<file path="src/meid_defines.svh">
// Operation
// Compare each write's bank, page, column, module, rank against programmed match fields.
// Bits 41..37 ignore module, rank, bank, page, column; ignored field always matches.
// One/two modules: bit 36 module, 35:34 rank; three modules: 36:35 module, 34 rank.
// A 32-bit check-bit flip mask inverts each selected check bit of a written half.
// One bit, or bits within one aligned symbol pair, give a correctable error.
// Bits in two different symbol pairs give an uncorrectable error.
// Without ECC inject enable at bit 3, no check bit is ever corrupted.
// Without repeat, ECC inject enable clears itself after the first injection.
// Bit 4 forces address parity error on a match; self-clears unless repeat is on.
// Half select: 11 full line, 10 upper half, 01 lower half, 00 no masking.
// With repeat bit 0 set, every matching write is injected until software clears it.
// Software programs match and mask first, then control with repeat and half select.
// Writing zero to control stops all ECC and parity injection.
// Parity and ECC injection run alone or together, sharing one match setting.
// Only writes are injected; reads pass through untouched.
// Software must issue writes to the matched address for any injection.
// Injecting writes must reach memory, not stay in caches.
// Match is evaluated per write with the decoded address used to issue it.
`ifndef MEID_DEFINES_SVH
`define MEID_DEFINES_SVH

// Configuration dword offsets
`define MEID_OFS_MATCH_LO    8'hf0
`define MEID_OFS_MATCH_HI    8'hf4
`define MEID_OFS_FLIP_MASK   8'hf8
`define MEID_OFS_CONTROL     8'hfc
`define MEID_OFS_STATUS      8'hec

// Address match fields
`define MEID_IGN_MODULE      41
`define MEID_IGN_RANK        40
`define MEID_IGN_BANK        39
`define MEID_IGN_PAGE        38
`define MEID_IGN_COLUMN      37
`define MEID_MODULE_BIT      36
`define MEID_RANK_HI         35
`define MEID_RANK_LO         34
`define MEID_BANK_HI         33
`define MEID_BANK_LO         30
`define MEID_PAGE_HI         29
`define MEID_PAGE_LO         14
`define MEID_COLUMN_HI       13
`define MEID_COLUMN_LO       0

// Control fields
`define MEID_CTL_PARITY      4
`define MEID_CTL_ECC         3
`define MEID_CTL_HALF_HI     2
`define MEID_CTL_HALF_LO     1
`define MEID_CTL_REPEAT      0

// Reset values
`define MEID_MATCH_RESET     42'h000_0000_0000
`define MEID_MASK_RESET      32'h0000_0000
`define MEID_CTL_RESET       5'h00

`endif

</file>
<file path="src/meid_pkg.sv">
`default_nettype none
package meid_pkg;

   typedef enum logic [1:0]
   {
      MEID_HALF_NONE  = 2'h0,
      MEID_HALF_LOWER = 2'h1,
      MEID_HALF_UPPER = 2'h2,
      MEID_HALF_FULL  = 2'h3
   } meid_half_t;

   typedef struct packed
   {
      logic        is_write;
      logic [1:0]  module_sel;
      logic [1:0]  rank;
      logic [3:0]  bank;
      logic [15:0] page;
      logic [13:0] column;
      logic [63:0] check_bits;
   } meid_wr_req_t;

   typedef struct packed
   {
      logic        is_write;
      logic [63:0] check_bits;
      logic        addr_parity_err;
      logic        ecc_injected;
   } meid_wr_out_t;

   typedef struct packed
   {
      logic        wr;
      logic        rd;
      logic [7:0]  addr;
      logic [31:0] wdata;
   } meid_cfg_req_t;

endpackage
`default_nettype wire

</file>
<file path="src/meid_injector.sv">
`timescale 1ns/1ps
`default_nettype none
`include "meid_defines.svh"
module meid_injector
   import meid_pkg::*;
(
   // Clock and reset
   input  wire logic          mclk_in,
   input  wire logic          resetn_in,
   // Configuration
   input  wire logic          three_modules_per_channel_in,
   // Configuration dword access
   input  wire meid_cfg_req_t cfg_in,
   output var  logic [31:0]   cfg_rdata_out,
   output var  logic          cfg_rvalid_out,
   // Write path from channel
   input  wire logic          wr_valid_in,
   input  wire meid_wr_req_t  wr_in,
   // Write path toward modules
   output var  logic          wr_valid_out,
   output var  meid_wr_out_t  wr_out
);

   // Programmed state
   logic [41:0] match;
   logic [31:0] check_bit_flip_mask;
   logic [4:0]  control;
   logic [15:0] ecc_count;
   logic [15:0] parity_count;

   // Decoded control fields
   wire logic       ctl_parity  = control[`MEID_CTL_PARITY];
   wire logic       ctl_ecc     = control[`MEID_CTL_ECC];
   wire logic       ctl_repeat  = control[`MEID_CTL_REPEAT];
   wire meid_half_t ctl_half    = meid_half_t'(control[`MEID_CTL_HALF_HI:`MEID_CTL_HALF_LO]);

   // Module and rank field split depends on population
   wire logic [1:0] want_module;
   wire logic [1:0] want_rank;
   wire logic [1:0] got_module;
   wire logic [1:0] got_rank;

   assign want_module = three_modules_per_channel_in
                        ? match[`MEID_MODULE_BIT:`MEID_RANK_HI]
                        : {1'b0, match[`MEID_MODULE_BIT]};
   assign want_rank   = three_modules_per_channel_in
                        ? {1'b0, match[`MEID_RANK_LO]}
                        : match[`MEID_RANK_HI:`MEID_RANK_LO];
   assign got_module  = three_modules_per_channel_in
                        ? wr_in.module_sel
                        : {1'b0, wr_in.module_sel[0]};
   assign got_rank    = three_modules_per_channel_in
                        ? {1'b0, wr_in.rank[0]}
                        : wr_in.rank;

   // Field comparators
   wire logic hit_module;
   wire logic hit_rank;
   wire logic hit_bank;
   wire logic hit_page;
   wire logic hit_column;

   meid_field_match #(.W(2)) u_match_module
   (
      .field_in  (got_module),
      .want_in   (want_module),
      .ignore_in (match[`MEID_IGN_MODULE]),
      .hit_out   (hit_module)
   );

   meid_field_match #(.W(2)) u_match_rank
   (
      .field_in  (got_rank),
      .want_in   (want_rank),
      .ignore_in (match[`MEID_IGN_RANK]),
      .hit_out   (hit_rank)
   );

   meid_field_match #(.W(4)) u_match_bank
   (
      .field_in  (wr_in.bank),
      .want_in   (match[`MEID_BANK_HI:`MEID_BANK_LO]),
      .ignore_in (match[`MEID_IGN_BANK]),
      .hit_out   (hit_bank)
   );

   meid_field_match #(.W(16)) u_match_page
   (
      .field_in  (wr_in.page),
      .want_in   (match[`MEID_PAGE_HI:`MEID_PAGE_LO]),
      .ignore_in (match[`MEID_IGN_PAGE]),
      .hit_out   (hit_page)
   );

   meid_field_match #(.W(14)) u_match_column
   (
      .field_in  (wr_in.column),
      .want_in   (match[`MEID_COLUMN_HI:`MEID_COLUMN_LO]),
      .ignore_in (match[`MEID_IGN_COLUMN]),
      .hit_out   (hit_column)
   );

   // One match decision per write, shared by both kinds of injection
   wire logic addr_hit;
   wire logic write_hit;
   wire logic do_ecc;
   wire logic do_parity;

   assign addr_hit  = hit_module & hit_rank & hit_bank & hit_page & hit_column;
   assign write_hit = wr_valid_in & wr_in.is_write & addr_hit;
   assign do_ecc    = write_hit & ctl_ecc;
   assign do_parity = write_hit & ctl_parity;

   // Mask placement per half; the same 32-bit mask serves either half
   wire logic [31:0] flip_lower;
   wire logic [31:0] flip_upper;
   wire logic [63:0] flipped_bits;

   assign flip_lower = (do_ecc && (ctl_half == MEID_HALF_LOWER || ctl_half == MEID_HALF_FULL))
                       ? check_bit_flip_mask : 32'h0000_0000;
   assign flip_upper = (do_ecc && (ctl_half == MEID_HALF_UPPER || ctl_half == MEID_HALF_FULL))
                       ? check_bit_flip_mask : 32'h0000_0000;
   // Plain XOR: mask pattern alone decides correctable or not
   assign flipped_bits = wr_in.check_bits ^ {flip_upper, flip_lower};

   // Register access decode
   wire logic wr_match_lo  = cfg_in.wr && cfg_in.addr == `MEID_OFS_MATCH_LO;
   wire logic wr_match_hi  = cfg_in.wr && cfg_in.addr == `MEID_OFS_MATCH_HI;
   wire logic wr_flip_mask = cfg_in.wr && cfg_in.addr == `MEID_OFS_FLIP_MASK;
   wire logic wr_control   = cfg_in.wr && cfg_in.addr == `MEID_OFS_CONTROL;

   // Self-clear of enables; a software write in the same cycle wins
   wire logic [4:0] next_control;
   wire logic       clear_ecc;
   wire logic       clear_parity;

   assign clear_ecc    = do_ecc & ~ctl_repeat;
   assign clear_parity = do_parity & ~ctl_repeat;
   assign next_control = wr_control ? cfg_in.wdata[4:0]
                         : {ctl_parity & ~clear_parity,
                            ctl_ecc & ~clear_ecc,
                            control[`MEID_CTL_HALF_HI:`MEID_CTL_REPEAT]};

   // Read multiplexer
   wire logic [31:0] rd_value;

   assign rd_value = (cfg_in.addr == `MEID_OFS_MATCH_LO)  ? match[31:0] :
                     (cfg_in.addr == `MEID_OFS_MATCH_HI)  ? {22'h00_0000, match[41:32]} :
                     (cfg_in.addr == `MEID_OFS_FLIP_MASK) ? check_bit_flip_mask :
                     (cfg_in.addr == `MEID_OFS_CONTROL)   ? {27'h000_0000, control} :
                     (cfg_in.addr == `MEID_OFS_STATUS)    ? {parity_count, ecc_count} :
                     32'h0000_0000;

   // Programmed registers
   always_ff @(posedge mclk_in or negedge resetn_in)
   begin
      if (!resetn_in)
      begin
         match               <= `MEID_MATCH_RESET;
         check_bit_flip_mask <= `MEID_MASK_RESET;
         control             <= `MEID_CTL_RESET;
      end
      else
      begin
         if (wr_match_lo)
            match[31:0] <= cfg_in.wdata;
         if (wr_match_hi)
            match[41:32] <= cfg_in.wdata[9:0];
         if (wr_flip_mask)
            check_bit_flip_mask <= cfg_in.wdata;
         control <= next_control;
      end
   end

   // Injection counters, wrap silently; cleared by any control write
   always_ff @(posedge mclk_in or negedge resetn_in)
   begin
      if (!resetn_in)
      begin
         ecc_count    <= 16'h0000;
         parity_count <= 16'h0000;
      end
      else if (wr_control)
      begin
         ecc_count    <= 16'h0000;
         parity_count <= 16'h0000;
      end
      else
      begin
         ecc_count    <= ecc_count + 16'(do_ecc);
         parity_count <= parity_count + 16'(do_parity);
      end
   end

   // Read data, one cycle after the request
   always_ff @(posedge mclk_in or negedge resetn_in)
   begin
      if (!resetn_in)
      begin
         cfg_rdata_out  <= 32'h0000_0000;
         cfg_rvalid_out <= 1'b0;
      end
      else
      begin
         cfg_rdata_out  <= cfg_in.rd ? rd_value : 32'h0000_0000;
         cfg_rvalid_out <= cfg_in.rd;
      end
   end

   // Write path stage; reads pass with check bits untouched
   always_ff @(posedge mclk_in or negedge resetn_in)
   begin
      if (!resetn_in)
      begin
         wr_valid_out <= 1'b0;
         wr_out       <= '0;
      end
      else
      begin
         wr_valid_out           <= wr_valid_in;
         wr_out.is_write        <= wr_in.is_write;
         wr_out.check_bits      <= flipped_bits;
         wr_out.addr_parity_err <= do_parity;
         wr_out.ecc_injected    <= do_ecc;
      end
   end

endmodule // meid_injector
`default_nettype wire

</file>
<file path="src/meid_field_match.sv">
`timescale 1ns/1ps
`default_nettype none
module meid_field_match
#(
   parameter int W = 4
)
(
   // Compare
   input  wire logic [W-1:0] field_in,
   input  wire logic [W-1:0] want_in,
   input  wire logic         ignore_in,
   // Result
   output wire logic         hit_out
);

   assign hit_out = ignore_in | (field_in == want_in);

endmodule // meid_field_match
`default_nettype wire

</file>
<file path="config.mk">
export PLATFORM = sky130hd
export DESIGN_NAME = meid_injector
export DESIGN_NICKNAME = d
export VERILOG_FILES = /design/src/meid_pkg.sv /design/src/meid_injector.sv /design/src/meid_field_match.sv
export VERILOG_INCLUDE_DIRS = /design/src
export SDC_FILE = /design/constraint.sdc
export NUM_CORES = 1
export LEC_CHECK = 0
export ABC_AREA = 1
export BUFFER_PORTS_ARGS = -buffer_cell sky130_fd_sc_hd__buf_2
export CAP_MARGIN = 20
export CORE_MARGIN = 4
export CORE_UTILIZATION = 24
export CTS_BUF_LIST = sky130_fd_sc_hd__clkbuf_4 sky130_fd_sc_hd__clkbuf_8
export CTS_CLUSTER_SIZE = 25
export DETAILED_ROUTE_END_ITERATION = 16
export GPL_TIMING_DRIVEN = 0
export HOLD_SLACK_MARGIN = 0.1
export SYNTH_ARGS = -nofsm -noshare
export SYNTH_HDL_FRONTEND = slang
export SYNTH_SLANG_ARGS = --single-unit
export TNS_END_PERCENT = 1
</file>
<file path="constraint.sdc">
create_clock -name mclk_in -period 4.1 [get_ports mclk_in]
set_clock_uncertainty 0.15 [all_clocks]
set_input_delay 0.82 -clock mclk_in [delete_from_list [all_inputs] [get_ports mclk_in]]
set_output_delay 0.82 -clock mclk_in [all_outputs]
set_load 0.02 [all_outputs]
</file>
# After elaboration in Yosys (flattened, before gate mapping)
# Cells that the tools add are included.
# word_totals
register_bits	212
latch_bits	0
ramBits	0
mem_bits_ro	0
input_bits	149
out_inout_bits	101
word_cells	73
memories	0
# classes
addsub	2
n_mul	0
n_div	0
n_lt_le_gt_ge	0
n_eq_ne	13
shift	0
mux	15
n_bitwise	21
reduce_logical	8
# ops
operator	n
$mux W32	8
$xor A64 B64 Y64	1
$eq A8 B8 Y1 const B	5
$add A16 B1 Y16	2
$mux W16	2
$eq A16 B16 Y1	1
$eq A14 B14 Y1	1
$and A1 B1 Y1	12
$mux W2	4
$logic_and A1 B1 Y1	6
$mux W5	1
$or A1 B1 Y1	5
$eq A2 B2 Y1	2
$eq A2 B2 Y1 const B	2
$eq A4 B4 Y1	1
$not A1 Y1	3
$eq A2 B1 Y1 const B	1
$logic_or A1 B1 Y1	2

# Longest topological paths before layout
# Gate-level depths: netlist of run 1.
# logic_depth
depth_word	13
depth_mapped	22
mapped_depth_nobuf	22

# Hierarchy
# From an unflattened synthesis of run 1, not the netlist that was laid out.
# unflattened
cells_unflattened	1370
area_unflattened_um2	10356.2
# by_module_without_submodules
mod	instances	cells_per_inst	area_per_inst_um2	seq_area_each_um2
meid_injector	1	1152	9527.9	5305.1
meid_field_match at u_match_page	1	92	345.3	0.0
meid_field_match at u_match_column	1	75	291.5	0.0
meid_field_match at u_match_module ...	2	13	48.8	0.0
meid_field_match at u_match_bank	1	25	93.8	0.0

# Worst setup path before layout of run 1
# OpenSTA, ideal clock, no wires.
# synth_path
path_type	input-to-reg
startpoint	input port wr_in[95] (netlist bit)
endpoint	register ecc_count[12]
setup_ps	123
arrival_ps	2801
required_ps	3827
slack_ps	1026
path_stages	16
n_path_buf	1
path_cell_list	xor2_1 nor2_1 nand2_1 nand2_1 inv_1 nor2_1 nand3_1 nor2_2 buf_2 ha_1 nand3_1 nor2_1 nand2_1 nor3_2 nand2_1 o221a_2
# synth_between
elab_chain_len	9
# synth_lines
element	line	text
from (decl)	meid_injector.sv:18	input wire meid_wr_req_t wr_in,
$eq A4 B4 Y1	meid_field_match.sv:16	assign hit_out = ignore_in | (field_in == want_in);
$or A1 B1 Y1	meid_field_match.sv:16	
$and A1 B1 Y1 (3 in a row)	meid_injector.sv:109	assign addr_hit = hit_module & hit_rank & hit_bank & hit_page & hit_column;
$and A1 B1 Y1	meid_injector.sv:110	assign write_hit = wr_valid_in & wr_in.is_write & addr_hit;
$and A1 B1 Y1	meid_injector.sv:111	assign do_ecc = write_hit & ctl_ecc;
via do_ecc	meid_injector.sv:106	wire logic do_ecc;
$add A16 B1 Y16	meid_injector.sv:190	ecc_count <= ecc_count + 16'(do_ecc);
$mux W16	meid_injector.sv:183	else if (wr_control)
to (signal assigned)	meid_injector.sv:190	
to (decl)	meid_injector.sv:28	logic [15:0] ecc_count;
# The timed path passes the listed nets, and every way through them passes these cells.
# A chain may end at the register's enable or synchronous reset.

# Worst setup path after layout of run 1
# layout_path
startpoint	register match[0]
endpoint	register ecc_count[12]
# layout_between
elab_chain_len	7
# layout_lines
element	line	text
from (decl)	meid_injector.sv:25	logic [41:0] match;
from (signal assigned)	meid_injector.sv:159	match <= `MEID_MATCH_RESET;
from (signal assigned)	meid_injector.sv:166	match[31:0] <= cfg_in.wdata;
$eq A14 B14 Y1	meid_field_match.sv:16	
$or A1 B1 Y1	meid_field_match.sv:16	
$and A1 B1 Y1	meid_injector.sv:109	
$and A1 B1 Y1	meid_injector.sv:110	
$and A1 B1 Y1	meid_injector.sv:111	
via do_ecc	meid_injector.sv:106	
$add A16 B1 Y16	meid_injector.sv:190	
$mux W16	meid_injector.sv:183	
# The timed path passes the listed nets, and every way through them passes these cells.

==> results.yml, run 1 <==
layout:
  drive_gt1_share_pct: 22.55
  fin_nets: 1762
  syn2layout_area_growth_pct: 27.27
  post-route-util_pct: 30.87
  final_cell_mix: "392 x nand2_1, 255 x buf_2, 212 x dfrtp_1, 205 x inv_1, 130 x nand4_1"
  nFillCells: 4667
  layout_commonest_cell: "nand2_1"
timing:
  finalSetupViolCount: 0
  hold_viol: 0
  period_needed_ps: 3568
  period_share_pct: 87.01
  tightest_slew_ps: 688.9
  rsz0062_at_grt: "false"
  fmax_ghz: 0.2803
  max-slew-margin-rel_pct: 53.65
  slew_violations: 0
routing:
  ant_nets: 0
  drc_errors: 0
  drt_pre_antenna_iters: 6
  viasPerCell: 4.564
  drtIter0Drc: 840
  finalWirelength_um: 39890
  wl_per_cell_um: 17.95
  vias: 10140
setup_path:
  crit_start: "match[0]$_DFFE_PN0P_"
  start_kind: "flop"
  reg2reg_slack_ps: 530
  worstReg2RegStart: "match[0]$_DFFE_PN0P_"
  path_max_fanout: 12
  crit_top_cell: "nand2_1"
  r2r_cells: 18
  path_depth: 18
  crit_family: "simple AND/OR/NAND/NOR gates"
  r2r-end: "ecc_count[12]$_DFF_PN0_"
  cp.arrival_ps: 3850
  worst_ep_required_time_ps: 4380
  crit_chain: "inv_1 -> nand2_1 -> nand2_1 -> nor2_1 -> nand2_1 -> nor2_1 -> nand2_1 -> nand2_1 -> nand3_1 -> nor2_2 -> buf_2 -> ha_1 -> nand3_1 -> nor2_1 -> nand2_1 -> nor3_2 -> nand2_1 -> o221a_2"
  slowest_stage: "dfrtp_1"
  slowest_delay_ps: 390
  crit_buf_inv: 2
  worstSetupPathType: "flop to flop"
  crit_end: "ecc_count[12]$_DFF_PN0_"
  end_kind: "flop"
die:
  pin_count: 250
  initial_utilization_pct: 24.25
  rows: 76
  fp.dieW_um: 216.4
  die_area_um2: 46840
  die_h_um: 216.4
  core_area_um2: 42980
global_routing:
  grt_overflow_total: 0
  grt_usage_pct: 16.34
  grt_max_degree: 83
  grt_pass1_wl_um: 59120
  grt_pass1_vias: 9979
  antenna_found_initial: 11
placed_design:
  hpwl_um: 30660
  gp_congestion: 0.8733
  io_buffers: 248
clocking:
  cts_max_path_buffers: 3
  ctsRootBufferMaster: "clkbuf_8"
  clk_pin_slew_ps: 70
  cts_buffers: 37
  clock_latency_ps: 570
  cts_tree: "built"
  cts_setup_buffers: 0
  htree_levels: 2
  cts.sinks: 212
synthesis:
  syn_inst: 1319
  synth_nets: 1472
  synth_seq_cells: 212
  yosysWarnings: 0
  synthesis.area_um2: 10420
  synth_cell_type_count: 39
  ys_seq_area_share_pct: 50.89
  synth_area_per_cell_um2: 7.904
power_and_ir_drop:
  power_leakage_uw: 0.007068
  power_per_cell_area_nw_per_um2: 364.0
  ir_drop_mv: 0.1610
  total_power_uw: 4829
outcome:
  outcome: "completed"
worst_hold_path:
  hp-class: "input pin to flop"
flow_run:
  cap_violations: 0
worst reg2reg max path: stages, from the launching register on:
cell     delay (ps)
dfrtp_1         390
inv_1            50
nand2_1          50
nand2_1          60
nor2_1          280
nand2_1          80
nor2_1          120
nand2_1          70
nand2_1          90
nand3_1         180
nor2_2          170
buf_2           310
ha_1            230
nand3_1         130
nor2_1          200
nand2_1         140
nor3_2          210
nand2_1         180
o221a_2         340
worst min path at each step:
stage               cells after the start                   start                     end
floorplan                               2  control[0]$_DFFE_PN0P_  control[0]$_DFFE_PN0P_
global placement                        2  control[0]$_DFFE_PN0P_  control[0]$_DFFE_PN0P_
detailed placement                      2  control[0]$_DFFE_PN0P_  control[0]$_DFFE_PN0P_
CTS                                     1             wr_valid_in  wr_valid_out$_DFF_PN0_
global route                            1             wr_valid_in  wr_valid_out$_DFF_PN0_
finish                                  1             wr_valid_in  wr_valid_out$_DFF_PN0_
state kept, by name, summed over array words and instances (netlist names):
signal	flops
cfg_rdata_out	32
cfg_rvalid_out	1
check_bit_flip_mask	32
control	5
ecc_count	16
match	42
parity_count	16
wr_out	67
wr_valid_out	1
area by class of cell:
class / count / area, µm² / area share, %
antenna: 5 / 12.51 / 0.09430
buffer: 65 / 347.8 / 2.622
clock buffer: 51 / 664.4 / 5.008
clock inverter: 11 / 117.6 / 0.8865
inverter: 221 / 829.5 / 6.252
multi-input combinational: 821 / 3943 / 29.72
sequential: 212 / 5305 / 39.99
tap: 585 / 732.0 / 5.517
timing repair buffer: 251 / 1316 / 9.921
repair_timing:
item / 4_1_cts / 5_1_grt
hold buffers: 1 / 0
gates resized for setup: 0 / 0
endpoints found under the hold margin: 56 / 0
logic make-up (layout without fill, tap and decap cells):
logic type                 count (synthesis)  after routing  synth area share [%]
AOI/OAI and AO/OA                        156            156                 8.653
other                                      0              5                     0
xor gates and xnor gates                  11             11                0.9241
and+or+nand+nor                          650            650                 27.76
DFF                                      212            212                 50.89
buffers and inverters                    286            599                 11.29
adders and majority gates                  4              4                0.4801
Yosys cell counts, drive strengths merged:
library cell	n	area (µm²)
dfrtp	212	5305
clkinv	1	3.750
a31oi	2	12.51
xnor2	4	35.03
nand3	29	150.1
ha	4	50.05
a221oi	10	87.58
inv	220	825.8
clkbuf	37	138.9
nor2	76	310.3
o211ai	11	82.58
xor2	7	61.31
o22ai	6	37.54
a21oi	21	108.9
nand3b	2	15.01
o21a	1	7.510
or2	3	21.27
buf	28	209.0
o221a	1	11.26
nand4	130	813.3
o21ai	95	475.5
nor3	13	81.33
nor4	2	12.51
o221ai	5	43.79
nand2	395	1490
o2111ai	4	35.03
metrics by stage:
| step | hold slack [ps] | instances | cell area, µm² | setup slack (ps) | setup TNS [ps] |
|---|---|---|---|---|---|
| final | 230.2 | 2222 | 13270 | 532.4 | 0 |
| after global routing | 198.3 | 2219 | 13260 | 309.7 | 0 |
| after CTS | 187.9 | 2217 | 13260 | 569.8 | 0 |
| after detailed placement | 326.7 | 2154 | 12460 | 91.85 | 0 |
| after global placement | 317.5 | 2152 | 12400 | -1723 | -360060 |
| after floorplan | 303.0 | 1319 | 10430 | 1026 | 0 |
where the power goes:
part | internal [µW] | total [µW] | switching (µW)
logic | 155 | 464 | 309
registers | 2180 | 2260 | 80.2
clock network | 1180 | 2110 | 930
layer usage:
layer	wire length, µm	GRT usage (%)	vias up
li1	-	-	4839
met1	16630	20.57	4825
met2	18910	27.26	368
met3	2726	3.603	95
met4	1526	6.699	14
met5	84	0	-
Note: power is estimated with default switching activity, not from simulation.
==> inputs of run 2 (changes only) <==
==> constraint.sdc (replaced) <==
create_clock -name mclk_in -period 4.1 [get_ports mclk_in]
set_clock_uncertainty 0.15 [all_clocks]
set_input_delay 0.615 -clock mclk_in [delete_from_list [all_inputs] [get_ports mclk_in]]
set_output_delay 0.615 -clock mclk_in [all_outputs]
set_load 0.02 [all_outputs]
==> run 2 against run 1 <==
Compared with the run above: sequential share of layout area fell by 0.86 points; via count rose by 0.94%; global-route usage rose by 0.069 points; power rose by 0.44%; critical path type unchanged; sequential power barely moved; clock-buffer cell count did not move; largest power group unchanged; non-clock buffer count rose by 29; flip-flop and latch count did not move.
==> results.yml, run 2 (synthesized netlist as in run 1, its figures left out) <==
power_and_ir_drop:
  power_leakage_uw: 0.007189
  ir_drop_mv: 0.1593
  total_power_uw: 4850
  power_per_cell_area_nw_per_um2: 357.7
layout:
  syn2layout_area_growth_pct: 30.05
  final_cell_mix: "392 x nand2_1, 255 x buf_2, 212 x dfrtp_1, 205 x inv_1, 130 x nand4_1"
  top_register: "wr_out"
  drive_gt1_share_pct: 22.16
  post-route-util_pct: 31.54
  fin_nets: 1791
  largest_reg_flops: 67
  nFillCells: 4648
  largestRegisters: "wr_out x67, match x42"
  layout_commonest_cell: "nand2_1"
die:
  die_h_um: 216.4
  die_area_um2: 46840
  rows: 76
  pin_count: 250
  fp.dieW_um: 216.4
  core_area_um2: 42980
  initial_utilization_pct: 24.25
setup_path:
  crit_chain: "inv_1 -> nand2_1 -> nand2_1 -> nor2_1 -> nand2_1 -> nor2_1 -> nand2_1 -> nand2_1 -> nand3_1 -> nor2_2 -> buf_2 -> ha_1 -> nand3_1 -> nor2_1 -> nand2_1 -> nor3_2 -> nand2_1 -> o221a_2"
  slowest_stage: "dfrtp_1"
  crit_top_cell: "nand2_1"
  cp.arrival_ps: 3830
  start_kind: "flop"
  slowest_delay_ps: 400
  crit_buf_inv: 2
  end_kind: "flop"
  worst_ep_required_time_ps: 4380
  crit_family: "simple AND/OR/NAND/NOR gates"
  path_depth: 18
  worstSetupPathType: "flop to flop"
  path_max_fanout: 12
  r2r_cells: 18
clocking:
  clock_latency_ps: 560
  htree_levels: 2
  cts_tree: "built"
  cts_setup_buffers: 0
  post_cts_resized: 0
  clk_pin_slew_ps: 70
  ctsRootBufferMaster: "clkbuf_8"
  cts.sinks: 212
  cts_buffers: 37
  postCtsHoldBufs: 30
  cts_max_path_buffers: 3
timing:
  period_needed_ps: 3548
  fin_ws_ps: 552.4
  fmax_ghz: 0.2819
  tightest_slew_ps: 692.9
  hold_viol: 0
  slew_violations: 0
  finalSetupViolCount: 0
  period_share_pct: 86.53
  max-slew-margin-rel_pct: 53.38
  rsz0062_at_grt: "false"
worst_hold_path:
  hold_depth: 3
  hp-class: "input pin to flop"
global_routing:
  grt_overflow_total: 0
  antenna_found_initial: 11
  grt_pass1_wl_um: 59500
  grt_usage_pct: 16.41
  grt_max_degree: 83
  grt_pass1_vias: 10160
routing:
  viasPerCell: 4.547
  drc_errors: 0
  drtIter0Drc: 753
  finalWirelength_um: 39970
  wl_per_cell_um: 17.76
  vias: 10240
  ant_nets: 0
  drt_pre_antenna_iters: 7
outcome:
  outcome: "completed"
placed_design:
  dp_slack_ps: 296.8
  hpwl_um: 30660
  io_buffers: 248
  gp_congestion: 0.8733
flow_run:
  cap_violations: 0
run 2: worst reg2reg max path, stage by stage, from the launching register on:
cell and delay [ps]:
dfrtp_1 400, inv_1 50, nand2_1 50, nand2_1 50
nor2_1 270, nand2_1 80, nor2_1 130, nand2_1 70
nand2_1 90, nand3_1 170, nor2_2 160, buf_2 310
ha_1 230, nand3_1 130, nor2_1 200, nand2_1 140
nor3_2 210, nand2_1 180, o221a_2 330
run 2: final timing paths:
path                                   startpoint                                  end  slack, ps
setup / recovery             match[0]$_DFFE_PN0P_              ecc_count[12]$_DFF_PN0_        550
hold / removal                          wr_in[61]                 wr_out[63]$_DFF_PN0_        140
setup reg to reg             match[0]$_DFFE_PN0P_              ecc_count[12]$_DFF_PN0_        550
hold reg to reg            control[0]$_DFFE_PN0P_               control[0]$_DFFE_PN0P_        340
max in group asynchronous               resetn_in  check_bit_flip_mask[12]$_DFFE_PN0P_       2240
min in group asynchronous               resetn_in                 wr_out[58]$_DFF_PN0_        420
run 2: report_power, final:
group	leakage [µW]	internal (µW)	switching [µW]	total, µW
Clock	0.000408	1180	927	2110
Sequential	0.00272	2180	80.1	2260
Combinational	0.00406	173	314	487
run 2: area by class of cell:
cell class	count	area, µm²	area share, %
antenna	5	12.51	0.09228
buffer	65	347.8	2.566
clock buffer	51	664.4	4.900
clock inverter	11	117.6	0.8675
inverter	221	829.5	6.118
multi-input combinational	821	3943	29.08
sequential	212	5305	39.13
tap	585	732.0	5.399
timing repair buffer	280	1607	11.85
run 2: per-layer routing:
metal	GRT usage [%]	share of wire, %
met1	20.68	42
met2	27.33	47
met3	3.477	6.6
met4	7.019	4.2
met5	0	0.21
run 2: per-stage QoR:
step | setup TNS [ps] | area (µm²) | hold WS, ps | std cells
4_1_cts | 0 | 13550 | 100.4 | 2246
3_5_place_dp | 0 | 12460 | 326.7 | 2154
6_report | 0 | 13560 | 135.3 | 2251
2_1_floorplan | 0 | 10430 | 169.4 | 1319
5_1_grt | 0 | 13550 | 119.3 | 2248
3_3_place_gp | -316600 | 12400 | 317.5 | 2152
